File: config.mk
export PLATFORM = sky130hd
export DESIGN_NAME = mac_tx_status_and_irq_logic
export DESIGN_NICKNAME = d
export VERILOG_FILES = /design/src/design/mac_irq_pkg.sv /design/src/design/mac_tx_status_and_irq_logic.sv
export VERILOG_INCLUDE_DIRS = /design/src /design/src/design
export SDC_FILE = /design/constraint.sdc
export NUM_CORES = 1
export LEC_CHECK = 0
export BUFFER_PORTS_ARGS = -buffer_cell sky130_fd_sc_hd__buf_4
export CAP_MARGIN = 25
export CORE_ASPECT_RATIO = 0.9
export CORE_MARGIN = 2
export CORE_UTILIZATION = 45
export CTS_BUF_LIST = sky130_fd_sc_hd__clkbuf_16
export CTS_CLUSTER_DIAMETER = 120
export CTS_CLUSTER_SIZE = 20
export DETAILED_ROUTE_END_ITERATION = 12
export PLACE_DENSITY_LB_ADDON = 0.15
export SETUP_SLACK_MARGIN = 0.3
export SKIP_LAST_GASP = 1
export SLEW_MARGIN = 20
export SYNTH_ARGS = -nofsm -noshare
export SYNTH_HDL_FRONTEND = slang
export SYNTH_SLANG_ARGS = --single-unit
File: constraint.sdc
create_clock -name CLK_IN -period 2.1 [get_ports CLK_IN]
set_clock_uncertainty 0.05 [all_clocks]
set_input_delay 0.42 -clock CLK_IN [delete_from_list [all_inputs] [get_ports CLK_IN]]
set_output_delay 0.42 -clock CLK_IN [all_outputs]
set_load 0.02 [all_outputs]
File: src/design/mac_irq_regs.svh
// Purpose: register offsets, field positions and reset values of the MAC status and interrupt block
// Assumes: 12-bit byte addresses on a 32-bit APB bus
// Notes: every offset is a byte address of one aligned word
`ifndef MAC_IRQ_REGS_SVH
`define MAC_IRQ_REGS_SVH

// register byte addresses
`define TX_STATUS_OFS 12'h014
`define IRQ_SOURCE_OFS 12'h024
`define IRQ_UNMASK_OFS 12'h028
`define IRQ_MASK_OFS 12'h02c
`define IRQ_MASK_BITS_OFS 12'h030

// transmit status bit positions
`define TX_UNDERRUN_BIT 6
`define TX_RETRY_BIT 2
`define TX_COLLISION_BIT 1

// interrupt source bit positions (same layout in the mask)
`define IRQ_PAUSE_ZERO_BIT 13
`define IRQ_PAUSE_RX_BIT 12
`define IRQ_RETRY_BIT 5
`define IRQ_UNDERRUN_BIT 4
`define IRQ_MGMT_DONE_BIT 0

// implemented bits and reset values
`define TX_VALID_MASK 32'h0000_0046
`define IRQ_VALID_MASK 32'h0000_3031
`define TX_STATUS_RST 32'h0000_0000
`define IRQ_SOURCE_RST 32'h0000_0000
`define IRQ_MASK_RST 32'h0000_3031
`define RDATA_IDLE 32'h0000_0000

`endif

File: src/design/mac_irq_pkg.sv
// Purpose: shared types of the MAC status and interrupt block
// Assumes: 32-bit register words
// Notes: constants live in mac_irq_regs.svh
package mac_irq_pkg;
  typedef logic [31:0] word_t;
  typedef logic [11:0] addr_t;
endpackage

File: src/design/mac_tx_status_and_irq_logic.sv
// Purpose: transmit status flags, interrupt source flags and mask of a 10/100 MAC, APB slave
// Assumes: event inputs are one-cycle pulses synchronous to CLK_IN (250 MHz)
// Notes: APB answers with exactly one wait state; outputs all come from flip-flops
//
// How it works
// fifo read while empty sets tx bit 6, irq bit 4, bad CRC, tx error.
// retry limit exceeded sets transmit status bit 2.
// a collision on the medium sets transmit status bit 1.
// writing one clears a transmit status flag, zero leaves it.
// one interrupt line is high while any interrupt status bit is set.
// events set their status bit only while the mask bit is clear.
// a write to interrupt status loads each bit directly, ignoring the mask.
// a read of interrupt status returns the bits then clears them.
// after reset every source is masked.
// ones written to the unmask port clear the matching mask bits.
// ones written to the mask port set the matching mask bits.
// unmask and mask ports store nothing, they only act on the mask.
// hold-off countdown reaching zero sets interrupt status bit 13.
// a valid pause frame received sets interrupt status bit 12.
// retry limit exceeded sets interrupt status bit 5.
// end of the PHY management shift sets interrupt status bit 0.
// status bits 31 to 14 read zero and ignore writes.
// mask has one bit per source at 13,12,5,4,0, resets to one, read-only.
// an event in the same cycle as a clear wins.
//
// The implementer's own choice: the APB interface to the registers.
`timescale 1ns/100ps
`default_nettype none
`include "mac_irq_regs.svh"

module mac_tx_status_and_irq_logic (
  // clock and reset
  input wire logic CLK_IN,
  input wire logic ARST_N_IN,
  // apb slave
  input wire logic PSEL_IN,
  input wire logic PENABLE_IN,
  input wire logic PWRITE_IN,
  input wire logic [11:0] PADDR_IN,
  input wire logic [31:0] PWDATA_IN,
  output logic PREADY_OUT,
  output logic [31:0] PRDATA_OUT,
  output logic PSLVERR_OUT,
  // hardware events, one-cycle pulses
  input wire logic TX_UNDERRUN_IN,
  input wire logic RETRY_LIMIT_IN,
  input wire logic COLLISION_IN,
  input wire logic HOLD_OFF_ZERO_IN,
  input wire logic PAUSE_RX_IN,
  input wire logic MGMT_DONE_IN,
  // transmitter side effects of an underrun
  output logic TX_ERR_OUT,
  output logic FORCE_BAD_CRC_OUT,
  // combined interrupt line to the pending register
  output logic ETH_IRQ_LINE_OUT
);

  ////////////////////////////////////////////////////////////////////////////
  // reset release

  logic rst_meta_ff;
  logic rst_n;

  // two stages so the release never lands near a clock edge
  always_ff @(posedge CLK_IN or negedge ARST_N_IN) begin
    if (!ARST_N_IN) begin
      rst_meta_ff <= 1'b0;
      rst_n <= 1'b0;
    end else begin
      rst_meta_ff <= 1'b1;
      rst_n <= rst_meta_ff;
    end
  end

  ////////////////////////////////////////////////////////////////////////////
  // bus decode

  logic acc_start;
  logic acc_done;
  logic wr_done;
  logic rd_done;
  logic addr_hit;
  logic pready_ff;
  mac_irq_pkg::word_t prdata_ff;
  logic pslverr_ff;

  // first access cycle fetches data, second one completes
  assign acc_start = PSEL_IN & PENABLE_IN & ~pready_ff;
  assign acc_done = PSEL_IN & PENABLE_IN & pready_ff;
  assign wr_done = acc_done & PWRITE_IN;
  assign rd_done = acc_done & ~PWRITE_IN;

  // mask read address is mapped, writes to it are simply ignored
  assign addr_hit = (PADDR_IN == `TX_STATUS_OFS) | (PADDR_IN == `IRQ_SOURCE_OFS) |
                    (PADDR_IN == `IRQ_UNMASK_OFS) | (PADDR_IN == `IRQ_MASK_OFS) |
                    (PADDR_IN == `IRQ_MASK_BITS_OFS);

  logic wr_tx;
  logic wr_irq;
  logic wr_unmask;
  logic wr_mask;
  logic rd_irq;

  assign wr_tx = wr_done & (PADDR_IN == `TX_STATUS_OFS);
  assign wr_irq = wr_done & (PADDR_IN == `IRQ_SOURCE_OFS);
  assign wr_unmask = wr_done & (PADDR_IN == `IRQ_UNMASK_OFS);
  assign wr_mask = wr_done & (PADDR_IN == `IRQ_MASK_OFS);
  assign rd_irq = rd_done & (PADDR_IN == `IRQ_SOURCE_OFS);

  ////////////////////////////////////////////////////////////////////////////
  // state

  mac_irq_pkg::word_t tx_status_flags_ff;
  mac_irq_pkg::word_t irq_source_flags_ff;
  mac_irq_pkg::word_t irq_mask_bits_ff;
  mac_irq_pkg::word_t nxt_tx_status_flags;
  mac_irq_pkg::word_t nxt_irq_source_flags;
  mac_irq_pkg::word_t nxt_irq_mask_bits;
  mac_irq_pkg::word_t tx_evt;
  mac_irq_pkg::word_t irq_evt;
  mac_irq_pkg::word_t irq_set;
  mac_irq_pkg::word_t irq_base;
  logic any_evt;
  logic tx_err_ff;
  logic bad_crc_ff;
  logic irq_line_ff;

  // event vectors placed at their register positions
  always_comb begin
    tx_evt = `TX_STATUS_RST;
    tx_evt[`TX_UNDERRUN_BIT] = TX_UNDERRUN_IN;
    tx_evt[`TX_RETRY_BIT] = RETRY_LIMIT_IN;
    tx_evt[`TX_COLLISION_BIT] = COLLISION_IN;
    irq_evt = `IRQ_SOURCE_RST;
    irq_evt[`IRQ_PAUSE_ZERO_BIT] = HOLD_OFF_ZERO_IN;
    irq_evt[`IRQ_PAUSE_RX_BIT] = PAUSE_RX_IN;
    irq_evt[`IRQ_RETRY_BIT] = RETRY_LIMIT_IN;
    irq_evt[`IRQ_UNDERRUN_BIT] = TX_UNDERRUN_IN;
    irq_evt[`IRQ_MGMT_DONE_BIT] = MGMT_DONE_IN;
  end

  assign any_evt = |irq_evt;

  // masked sources are dropped before they reach the status bits
  assign irq_set = irq_evt & ~irq_mask_bits_ff;

  // transmit flags: write one clears, a same-cycle event still sets
  always_comb begin
    nxt_tx_status_flags = tx_status_flags_ff;
    if (wr_tx) begin
      nxt_tx_status_flags = tx_status_flags_ff & ~PWDATA_IN;
    end
    nxt_tx_status_flags = (nxt_tx_status_flags | tx_evt) & `TX_VALID_MASK;
  end

  // interrupt sources: the read clears only what the snapshot returned,
  // so an event during the wait state survives the clear
  always_comb begin
    irq_base = irq_source_flags_ff;
    if (wr_irq) begin
      irq_base = PWDATA_IN;
    end else if (rd_irq) begin
      irq_base = irq_source_flags_ff & ~prdata_ff;
    end
    nxt_irq_source_flags = (irq_base | irq_set) & `IRQ_VALID_MASK;
  end

  // the two ports are decoded strobes, there is no storage behind them
  always_comb begin
    nxt_irq_mask_bits = irq_mask_bits_ff;
    if (wr_unmask) begin
      nxt_irq_mask_bits = nxt_irq_mask_bits & ~PWDATA_IN;
    end
    if (wr_mask) begin
      nxt_irq_mask_bits = nxt_irq_mask_bits | PWDATA_IN;
    end
    nxt_irq_mask_bits = nxt_irq_mask_bits & `IRQ_VALID_MASK;
  end

  // transmit status register
  always_ff @(posedge CLK_IN or negedge rst_n) begin
    if (!rst_n) begin
      tx_status_flags_ff <= `TX_STATUS_RST;
    end else begin
      tx_status_flags_ff <= nxt_tx_status_flags;
    end
  end

  // interrupt source register and its combined line, updated together
  always_ff @(posedge CLK_IN or negedge rst_n) begin
    if (!rst_n) begin
      irq_source_flags_ff <= `IRQ_SOURCE_RST;
      irq_line_ff <= 1'b0;
    end else begin
      irq_source_flags_ff <= nxt_irq_source_flags;
      irq_line_ff <= |nxt_irq_source_flags;
    end
  end

  // mask register, all sources masked out of reset
  always_ff @(posedge CLK_IN or negedge rst_n) begin
    if (!rst_n) begin
      irq_mask_bits_ff <= `IRQ_MASK_RST;
    end else begin
      irq_mask_bits_ff <= nxt_irq_mask_bits;
    end
  end

  // underrun side effects last one cycle; the transmitter stretches them per frame
  always_ff @(posedge CLK_IN or negedge rst_n) begin
    if (!rst_n) begin
      tx_err_ff <= 1'b0;
      bad_crc_ff <= 1'b0;
    end else begin
      tx_err_ff <= TX_UNDERRUN_IN;
      bad_crc_ff <= TX_UNDERRUN_IN;
    end
  end

  ////////////////////////////////////////////////////////////////////////////
  // bus answer

  // one fixed wait state keeps read data registered
  always_ff @(posedge CLK_IN or negedge rst_n) begin
    if (!rst_n) begin
      pready_ff <= 1'b0;
      pslverr_ff <= 1'b0;
    end else begin
      pready_ff <= acc_start;
      pslverr_ff <= acc_start & ~addr_hit;
    end
  end

  // read mux; write-only ports and unmapped words read zero
  always_ff @(posedge CLK_IN or negedge rst_n) begin
    if (!rst_n) begin
      prdata_ff <= `RDATA_IDLE;
    end else if (acc_start & ~PWRITE_IN) begin
      case (PADDR_IN)
        `TX_STATUS_OFS: prdata_ff <= tx_status_flags_ff;
        `IRQ_SOURCE_OFS: prdata_ff <= irq_source_flags_ff;
        `IRQ_MASK_BITS_OFS: prdata_ff <= irq_mask_bits_ff;
        default: prdata_ff <= `RDATA_IDLE;
      endcase
    end else if (acc_start) begin
      prdata_ff <= `RDATA_IDLE;
    end
  end

  assign PREADY_OUT = pready_ff;
  assign PRDATA_OUT = prdata_ff;
  assign PSLVERR_OUT = pslverr_ff;
  assign TX_ERR_OUT = tx_err_ff;
  assign FORCE_BAD_CRC_OUT = bad_crc_ff;
  assign ETH_IRQ_LINE_OUT = irq_line_ff;
endmodule

`default_nettype wire

Word level (Yosys, flattened, before mapping):

Cells that the tools add are included.

* register bits after elaboration: 51
* latch bits: 0
* RAM bits: 0
* memory bits (read-only): 0
* memories: 0

* add/sub/neg operators: 0
* multiply operators: 0
* div/mod/pow operators: 0
* magnitude comparators: 0
* equal/unequal tests: 5
* shift-type cells: 0
* multiplexer cells: 8
* bitwise logic cells: 29
* reductions and logical operators: 2

Operators with widths (number)
* $mux 32: 2
* $mux 14: 4
* $eq 12x6->1 const B: 4
* $and 14x14->14: 3
* $not 14->14: 3
* $pmux 14 s3: 1
* $or 14x14->14: 2
* $and 1x1->1: 12
* $eq 12x5->1 const B: 1
* $and 7x7->7: 1
* $mux 7: 1
* $or 7x7->7: 1
* $reduce_or 5->1: 1
* $or 1x1->1: 4
* $not 1->1: 3
* $reduce_bool 2->1: 1

Logic depth before layout (Yosys ltp):

Gate-level depths: netlist of the first run.

* depth after elaboration: 8
* depth in mapped cells: 8
* gate-level depth less buffers: 6

Worst setup path after synthesis of the first run:

OpenSTA, ideal clock, no wires.

* path kind: input-to-reg
* start point: in PADDR_IN[2]
* end point: reg irq_line_ff (netlist: ETH_IRQ_LINE_OUT)
* arrival time: 1.674 ns
* data required time: 1.930 ns
* setup slack: 0.256 ns
* stages: 8
* path buffers: 2
* cells stage by stage: buf_6 > nor4bb_4 > and3_1 > buf_6 > nor2b_4 > a221o_1 > nor3_2 > nand2_1

* word-level cells in the longest chain between the ends: 6
* elaborated cells between the ends (all ways): 7
* classes of those cells: 1 x eq/ne; 2 x mux; 3 x bitwise; 1 x reduce/logical

Ends and longest elaborated chain
* start: declaration: RTL line mac_tx_status_and_irq_logic.sv:39 `input wire logic [11:0] PADDR_IN,`
* $eq 12x6->1 *
* $and 1x1->1: RTL line mac_tx_status_and_irq_logic.sv:108 `` assign rd_irq = rd_done & (PADDR_IN == `IRQ_SOURCE_OFS); ``
* $mux 14: RTL line mac_tx_status_and_irq_logic.sv:162 `end else if (rd_irq) begin`
* $mux 14 *: RTL line mac_tx_status_and_irq_logic.sv:160 `if (wr_irq) begin`
* $or 14x14->14 *: RTL line mac_tx_status_and_irq_logic.sv:165 `` nxt_irq_source_flags = (irq_base | irq_set) & `IRQ_VALID_MASK; ``
* net nxt_irq_source_flags[5]: RTL line mac_tx_status_and_irq_logic.sv:117 `mac_irq_pkg::word_t nxt_irq_source_flags;`
* $reduce_or 5->1 *: RTL line mac_tx_status_and_irq_logic.sv:196 `irq_line_ff <= |nxt_irq_source_flags;`
* end signal: assignment: RTL line mac_tx_status_and_irq_logic.sv:196
* end: declaration: RTL line mac_tx_status_and_irq_logic.sv:126 `logic irq_line_ff;`

The timed path passes the listed nets; every way through them passes the cells marked *.
A chain may end at the register's enable or synchronous reset.

Worst setup path after layout of the first run:

* start point: in PADDR_IN[9]
* end point: reg irq_line_ff (netlist: ETH_IRQ_LINE_OUT)

The elaborated chain is that of the path after synthesis.

==> results_dict.tcl, run 1 <==
set metrics [dict create \
    status "completed" \
    clock_path_buffers 2 \
    diodes 0 \
    wl_per_cell_um 14.17 \
    numCtsBuffers 3 \
    final_core_util_pct 62.59 \
    ys_warn_count 0 \
    ys_seq_area_share_pct 46.82 \
    post-route-min-period_ns 1.828 \
    fin_ws_ns 0.2719 \
    ir_worst_vdd_v 0.0004103 \
    fp.dieW_um 63.97 \
    dieArea_um2 3708 \
    vias_per_cell 5.009 \
    dp_cells 219 \
    seqCellArea_um2 681.9 \
    synthMuxAreaShare_pct 3.866 \
    h-tree-depth 1 \
    synth-compound-area-share_pct 16.41 \
    tightest_slew_ns 0.5081 \
    p_total_w 0.001098 \
    syn_area_per_cell_um2 11.03 \
    cp_slowest_cell "a221o_1" \
    fin_nets 243 \
    reg2reg_slack_ns 0.34 \
    synth_xor_area_share_pct 0 \
    instances_no_fill 229 \
    timing.hold.ws_ns 0.1814 \
    multiInputGateArea_um2 660.6 \
    start_kind "primary input" \
    pre_cts_slack_ns -0.05704 \
    vias 1147 \
    synth_ff_type "dfrtp_1" \
    ys_async_sr_fraction_pct 100.0 \
    root_buffer "clkbuf_16" \
    ant_nets 0 \
    cp_slowest_stage_delay_ns 0.32 \
    cts_tree "yes" \
    core_um2 3067 \
    antenna_found_initial 0 \
    critPathKind "in2reg" \
    worst_ep_required_time_ns 2.19 \
    grt.total_usage_pct 19.32 \
    ios 92 \
    drive_above_1_share_pct 36.90 \
    arrival_ns 1.92 \
    synth_cell_types 28 \
    max-cap-violations 0 \
    hpwl_um 2446 \
    gp_congestion 0.7644 \
    grt_setup_unrepaired "yes" \
    clk_latency_ns 0.26 \
    powerDensity_nw_per_um2 571.9 \
    start_util_pct 47.49 \
    grt_max_degree 26 \
    r2r_start "PREADY_OUT" \
    first_pass_iters 4 \
    startpoint "PADDR_IN[9]" \
    crit_fanout 5 \
    slew_viol_final 0 \
    finalHoldViolCount 0 \
    crit_path_end_kind "flip-flop" \
    min_period_over_period_pct 87.05 \
    nFillCells 258 \
    grt-ovfl-total 0 \
    drt_first_iter_violations 71 \
    max_freq_mhz 547.0 \
    syn_inst 132 \
    synth_edf_count 0 \
    p_leak_nw 0.9166 \
    finalWirelength_um 3245 \
    ys_ff_latch 27 \
    grt_pass1_vias 1191 \
    synth_top_family_by_area "simple AND/OR/NAND/NOR gates" \
    synthAdderAreaFrac_pct 0 \
    syn_area_um2 1456 \
    io_buffers 43 \
    clk_pin_slew_ns 0.06 \
    worst_slew_margin_rel_pct 66.00 \
    finalSetupViolCount 0 \
    die_y_um 57.97 \
    clock-sinks 27 \
    synth-simple-area-share_pct 17.44 \
    hold_class "reg2async" \
    crit_top_cell "buf_4" \
    syn_to_final_growth_pct 31.79 \
    grt_pass1_wl_um 5437 \
    crit_chain "buf_4, nor4_4, nand4_1, buf_4, o21bai_1, a221o_1, nor2_1, nand2_1" \
    rows 19 \
    drc 0 \
]
[repair_timing]
action / CTS / global route
hold buffers: 1 / 0
pin swaps: 7 / 2
resized for setup: 5 / 0
endpoints found under the setup margin: 1 / 1
hold endpoints to repair: 2 / 0
buffers inserted: 5 / 0
[final cells by class]
| class | count | share of cell area, % |
|---|---|---|
| inverter | 1 | 0.1956 |
| clock inverter | 1 | 0.1956 |
| clock buffer | 3 | 3.911 |
| timing repair buffer | 56 | 23.01 |
| multi-input combinational | 99 | 34.42 |
| sequential | 27 | 35.53 |
| tap | 42 | 2.738 |
[critical path, delay by kind of cell]
family                 cells  cell delay (ns)
AO/OA/AOI/OAI              2             0.46
buffers and inverters      2             0.34
AND/OR/NAND/NOR            4             0.71
[synth_stat cells, types with 2 or more instances]
cell,n,area share [%]
o21bai_1,5,2.6
nor2_1,5,1.3
mux2_1,5,3.9
conb_1,2,0.52
a21o_1,3,1.5
nor4_2,2,1.7
dfstp_2,5,9.0
nand2_1,13,3.4
a221o_1,5,3.4
a22o_1,13,7.8
o21ai_0,2,0.69
dfrtp_1,22,38
nor2b_1,7,3.0
and3_1,3,1.3
buf_6,2,1.5
buf_4,25,13
nor3_2,2,1.4
[cells by family (layout without fill, tap and decap cells)]
kind of cell           after synthesis  after routing
AND/OR/NAND/NOR                     40             40
other                                2             25
flip-flops                          27             27
multiplexers                         5              5
AO/OA/AOI/OAI                       29             29
buffers and inverters               29             61
[layout by cell type (no fill, tap or decap)]
cell type	Yosys	layout
buf_6	2	3
a21o_1	3	3
a221o_1	5	5
nand4_1	1	1
buf_8	0	1
nand2_1	13	13
a22o_1	13	13
clkbuf_16	0	3
nor4_4	0	2
nor2_1	5	5
nor4bb_4	1	1
nand3b_1	1	1
a21oi_1	1	1
nor2b_1	7	7
o21bai_1	5	5
conb_1	2	25
inv_1	1	2
buf_4	25	51
nor3_2	2	2
and3_1	3	3
and4_1	1	1
nand2b_1	1	1
nor3_1	1	1
dfstp_2	5	5
dlygate4sd3_1	0	1
nor2b_4	1	1
and2_1	1	1
mux2_1	5	5
dfrtp_1	22	22
o21ai_0	2	2
[path summary, 6_finish.rpt]
kind,to,cells past startpoint
max,ETH_IRQ_LINE_OUT,8
min,tx_status_flags_ff[6],1
max reg2reg,ETH_IRQ_LINE_OUT,7
min reg2reg,tx_status_flags_ff[6],1
max in group asynchronous,rst_n,2
min in group CLK_IN,FORCE_BAD_CRC_OUT,1
[metal layers]
| layer | track usage [%] | part of all wire (%) | vias up |
|---|---|---|---|
| met5 | 0 | 0 | - |
| met4 | 8.075 | 1.3 | 0 |
| met3 | 5.243 | 6.8 | 6 |
| met2 | 32.89 | 51 | 46 |
| met1 | 23.32 | 41 | 565 |
| li1 | - | - | 530 |
[per-stage QoR]
step,instance area (um2),TNS [ns]
after floorplan,1564,0
after global placement,1774,-0.02560
after detailed placement,1774,-0.05704
after CTS,1919,0
after global routing,1919,0
final,1919,0
[report_power, final]
part	switching [W]	internal (W)	total [W]
combinational	0.0000911	0.0000630	0.000154
clock	0.000161	0.000254	0.000416
sequential	0.00000215	0.000526	0.000528
(Power assumes the default switching activity.)
==> run 2, diff against run 1 <==
CORE_UTILIZATION = 42   (was 45)
clock period = 1.85 ns   (was 2.1 ns; I/O delays follow)
==> run 2 against run 1 <==
Net effect:
- combinational power increased by 25%
- largest power group unchanged
- clock-buffer cell count unchanged
- via count increased by 4.9%
- sequential power increased by 13%
- critical path depth unchanged
- core utilization decreased by 0.27 points
- first-iteration DRC count decreased by 32%
- power increased by 16%
==> results_dict.tcl, run 2 (same netlist as run 1, synthesis figures left out) <==
set metrics [dict create \
    status "completed" \
    finalHoldViolCount 0 \
    post-route-min-period_ns 1.821 \
    clk_pin_slew_ns 0.06 \
    hpwl_um 2460 \
    crit_path_end_kind "flip-flop" \
    cp_slowest_cell "a221o_1" \
    p_comb_share_pct 15.2 \
    p_int_w 0.0009665 \
    rows 20 \
    syn_to_final_growth_pct 43.47 \
    numCtsBuffers 3 \
    vias 1203 \
    critPathKind "in2reg" \
    grt_pass1_wl_um 5637 \
    cp_slowest_stage_delay_ns 0.34 \
    setup_tns_ns 0 \
    powerDensity_nw_per_um2 607.9 \
    crit_chain "buf_4, nor4_4, nand4_1, buf_6, o21bai_1, a221o_1, nor3_2, nand2_1" \
    grt_max_degree 26 \
    clk_latency_ns 0.26 \
    gp_congestion 0.8043 \
    grt-ovfl-total 0 \
    fin_area_um2 2090 \
    min_period_over_period_pct 98.42 \
    clock_path_buffers 2 \
    ir_worst_vdd_v 0.0005348 \
    switchingPower_w 0.0003038 \
    drt_first_iter_violations 48 \
    ant_nets 0 \
    final_common_cell "buf_4" \
    drive_above_1_share_pct 47.96 \
    wl_per_cell_um 14.85 \
    vias_per_cell 5.013 \
    layout_common_cells "buf_4 (54), conb_1 (25), dfrtp_1 (22)" \
    grt_pass1_vias 1178 \
    max_freq_mhz 549.2 \
    dieArea_um2 3955 \
    start_kind "primary input" \
    antenna_found_initial 0 \
    arrival_ns 1.91 \
    core_um2 3353 \
    max-cap-violations 0 \
    crit_fanout 5 \
    multiInputGateArea_um2 742.0 \
    p_seq_share_pct 47.2 \
    grt.total_usage_pct 19.25 \
    hold_class "reg2async" \
    grt_setup_unrepaired "yes" \
    switching_share_pct 23.91 \
    io_buffers 43 \
    fp.dieW_um 66.07 \
    clock-sinks 27 \
    nFillCells 292 \
    h-tree-depth 1 \
    finalSetupViolCount 0 \
    seqCellArea_um2 681.9 \
    p_leak_nw 1.034 \
    root_buffer "clkbuf_16" \
    worst_ep_required_time_ns 1.94 \
    clkPwrFrac_pct 37.7 \
    drc 0 \
    ios 92 \
    finalWirelength_um 3564 \
    die_y_um 59.87 \
    start_util_pct 43.43 \
    slew_viol_final 0 \
    place_area_um2 1814 \
    cts_tree "yes" \
    first_pass_iters 4 \
    diodes 0 \
    fin_nets 252 \
]
run 2: what timing repair did:
action | in CTS | in global routing
resized for setup | 17 | 15
hold endpoints to repair | 2 | 0
buffers inserted | 5 | 4
hold buffers | 1 | 0
setup endpoints to repair | 16 | 20
pin swaps | 12 | 18
run 2: power by group through the flow:
stage	clock network, W	registers (W)	logic, W
4_1_cts	0.000492	0.000599	0.000182
3_5_place_dp	0	0.000610	0.000171
6_report	0.000478	0.000599	0.000193
2_1_floorplan	0	0.000621	0.000112
5_1_grt	0.000516	0.000599	0.000207
3_3_place_gp	0	0.000609	0.000169
run 2: worst paths after layout:
kind | start | endpoint | slack, ns | cells past startpoint
max | PADDR_IN[8] | ETH_IRQ_LINE_OUT | 0.03 | 8
min | rst_n | tx_status_flags_ff[6] | 0.18 | 1
max reg2reg | PREADY_OUT | ETH_IRQ_LINE_OUT | 0.08 | 7
min reg2reg | rst_n | tx_status_flags_ff[6] | 0.18 | 1
max in group asynchronous | rst_n | async pin | 1.28 | 1
min in group CLK_IN | TX_UNDERRUN_IN | FORCE_BAD_CRC_OUT | 0.20 | 1
run 2: layout make-up:
class / count / area share, %
Clock buffer: 3 / 3.593
Multi-Input combinational cell: 99 / 35.51
Inverter: 1 / 0.1796
Clock inverter: 1 / 0.1796
Timing Repair Buffer: 65 / 25.27
Tap cell: 44 / 2.635
Sequential cell: 27 / 32.63
run 2: per-layer routing:
metal | GRT usage, % | up-vias | routed length [um]
met5 | 0 | - | 0
met1 | 23.62 | 602 | 1455
met4 | 4.373 | 0 | 31
li1 | - | 550 | -
met2 | 34.63 | 46 | 1856
met3 | 4.520 | 5 | 221
run 2: stage by stage:
| step | power (W) | worst slack [ns] | instances | util (%) | hold WS, ns |
|---|---|---|---|---|---|
| global route | 0.001322 | -0.04579 | 240 | 62.31 | 0.1838 |
| global placement | 0.0007780 | -0.2308 | 226 | 54.10 | 0.1030 |
| finish | 0.001270 | 0.02931 | 240 | 62.31 | 0.1767 |
| floorplan | 0.0007331 | 0.09193 | 155 | - | 0.02441 |
| detailed placement | 0.0007814 | -0.2873 | 226 | 54.10 | 0.1030 |
| CTS | 0.001274 | 0.1108 | 236 | 59.59 | 0.1892 |
run 2: worst max-delay path: cells and delay by family:
| family | cells | cell delay [ns] |
|---|---|---|
| AO/OA/AOI/OAI | 2 | 0.49 |
| buffers and inverters | 2 | 0.29 |
| AND/OR/NAND/NOR | 4 | 0.77 |
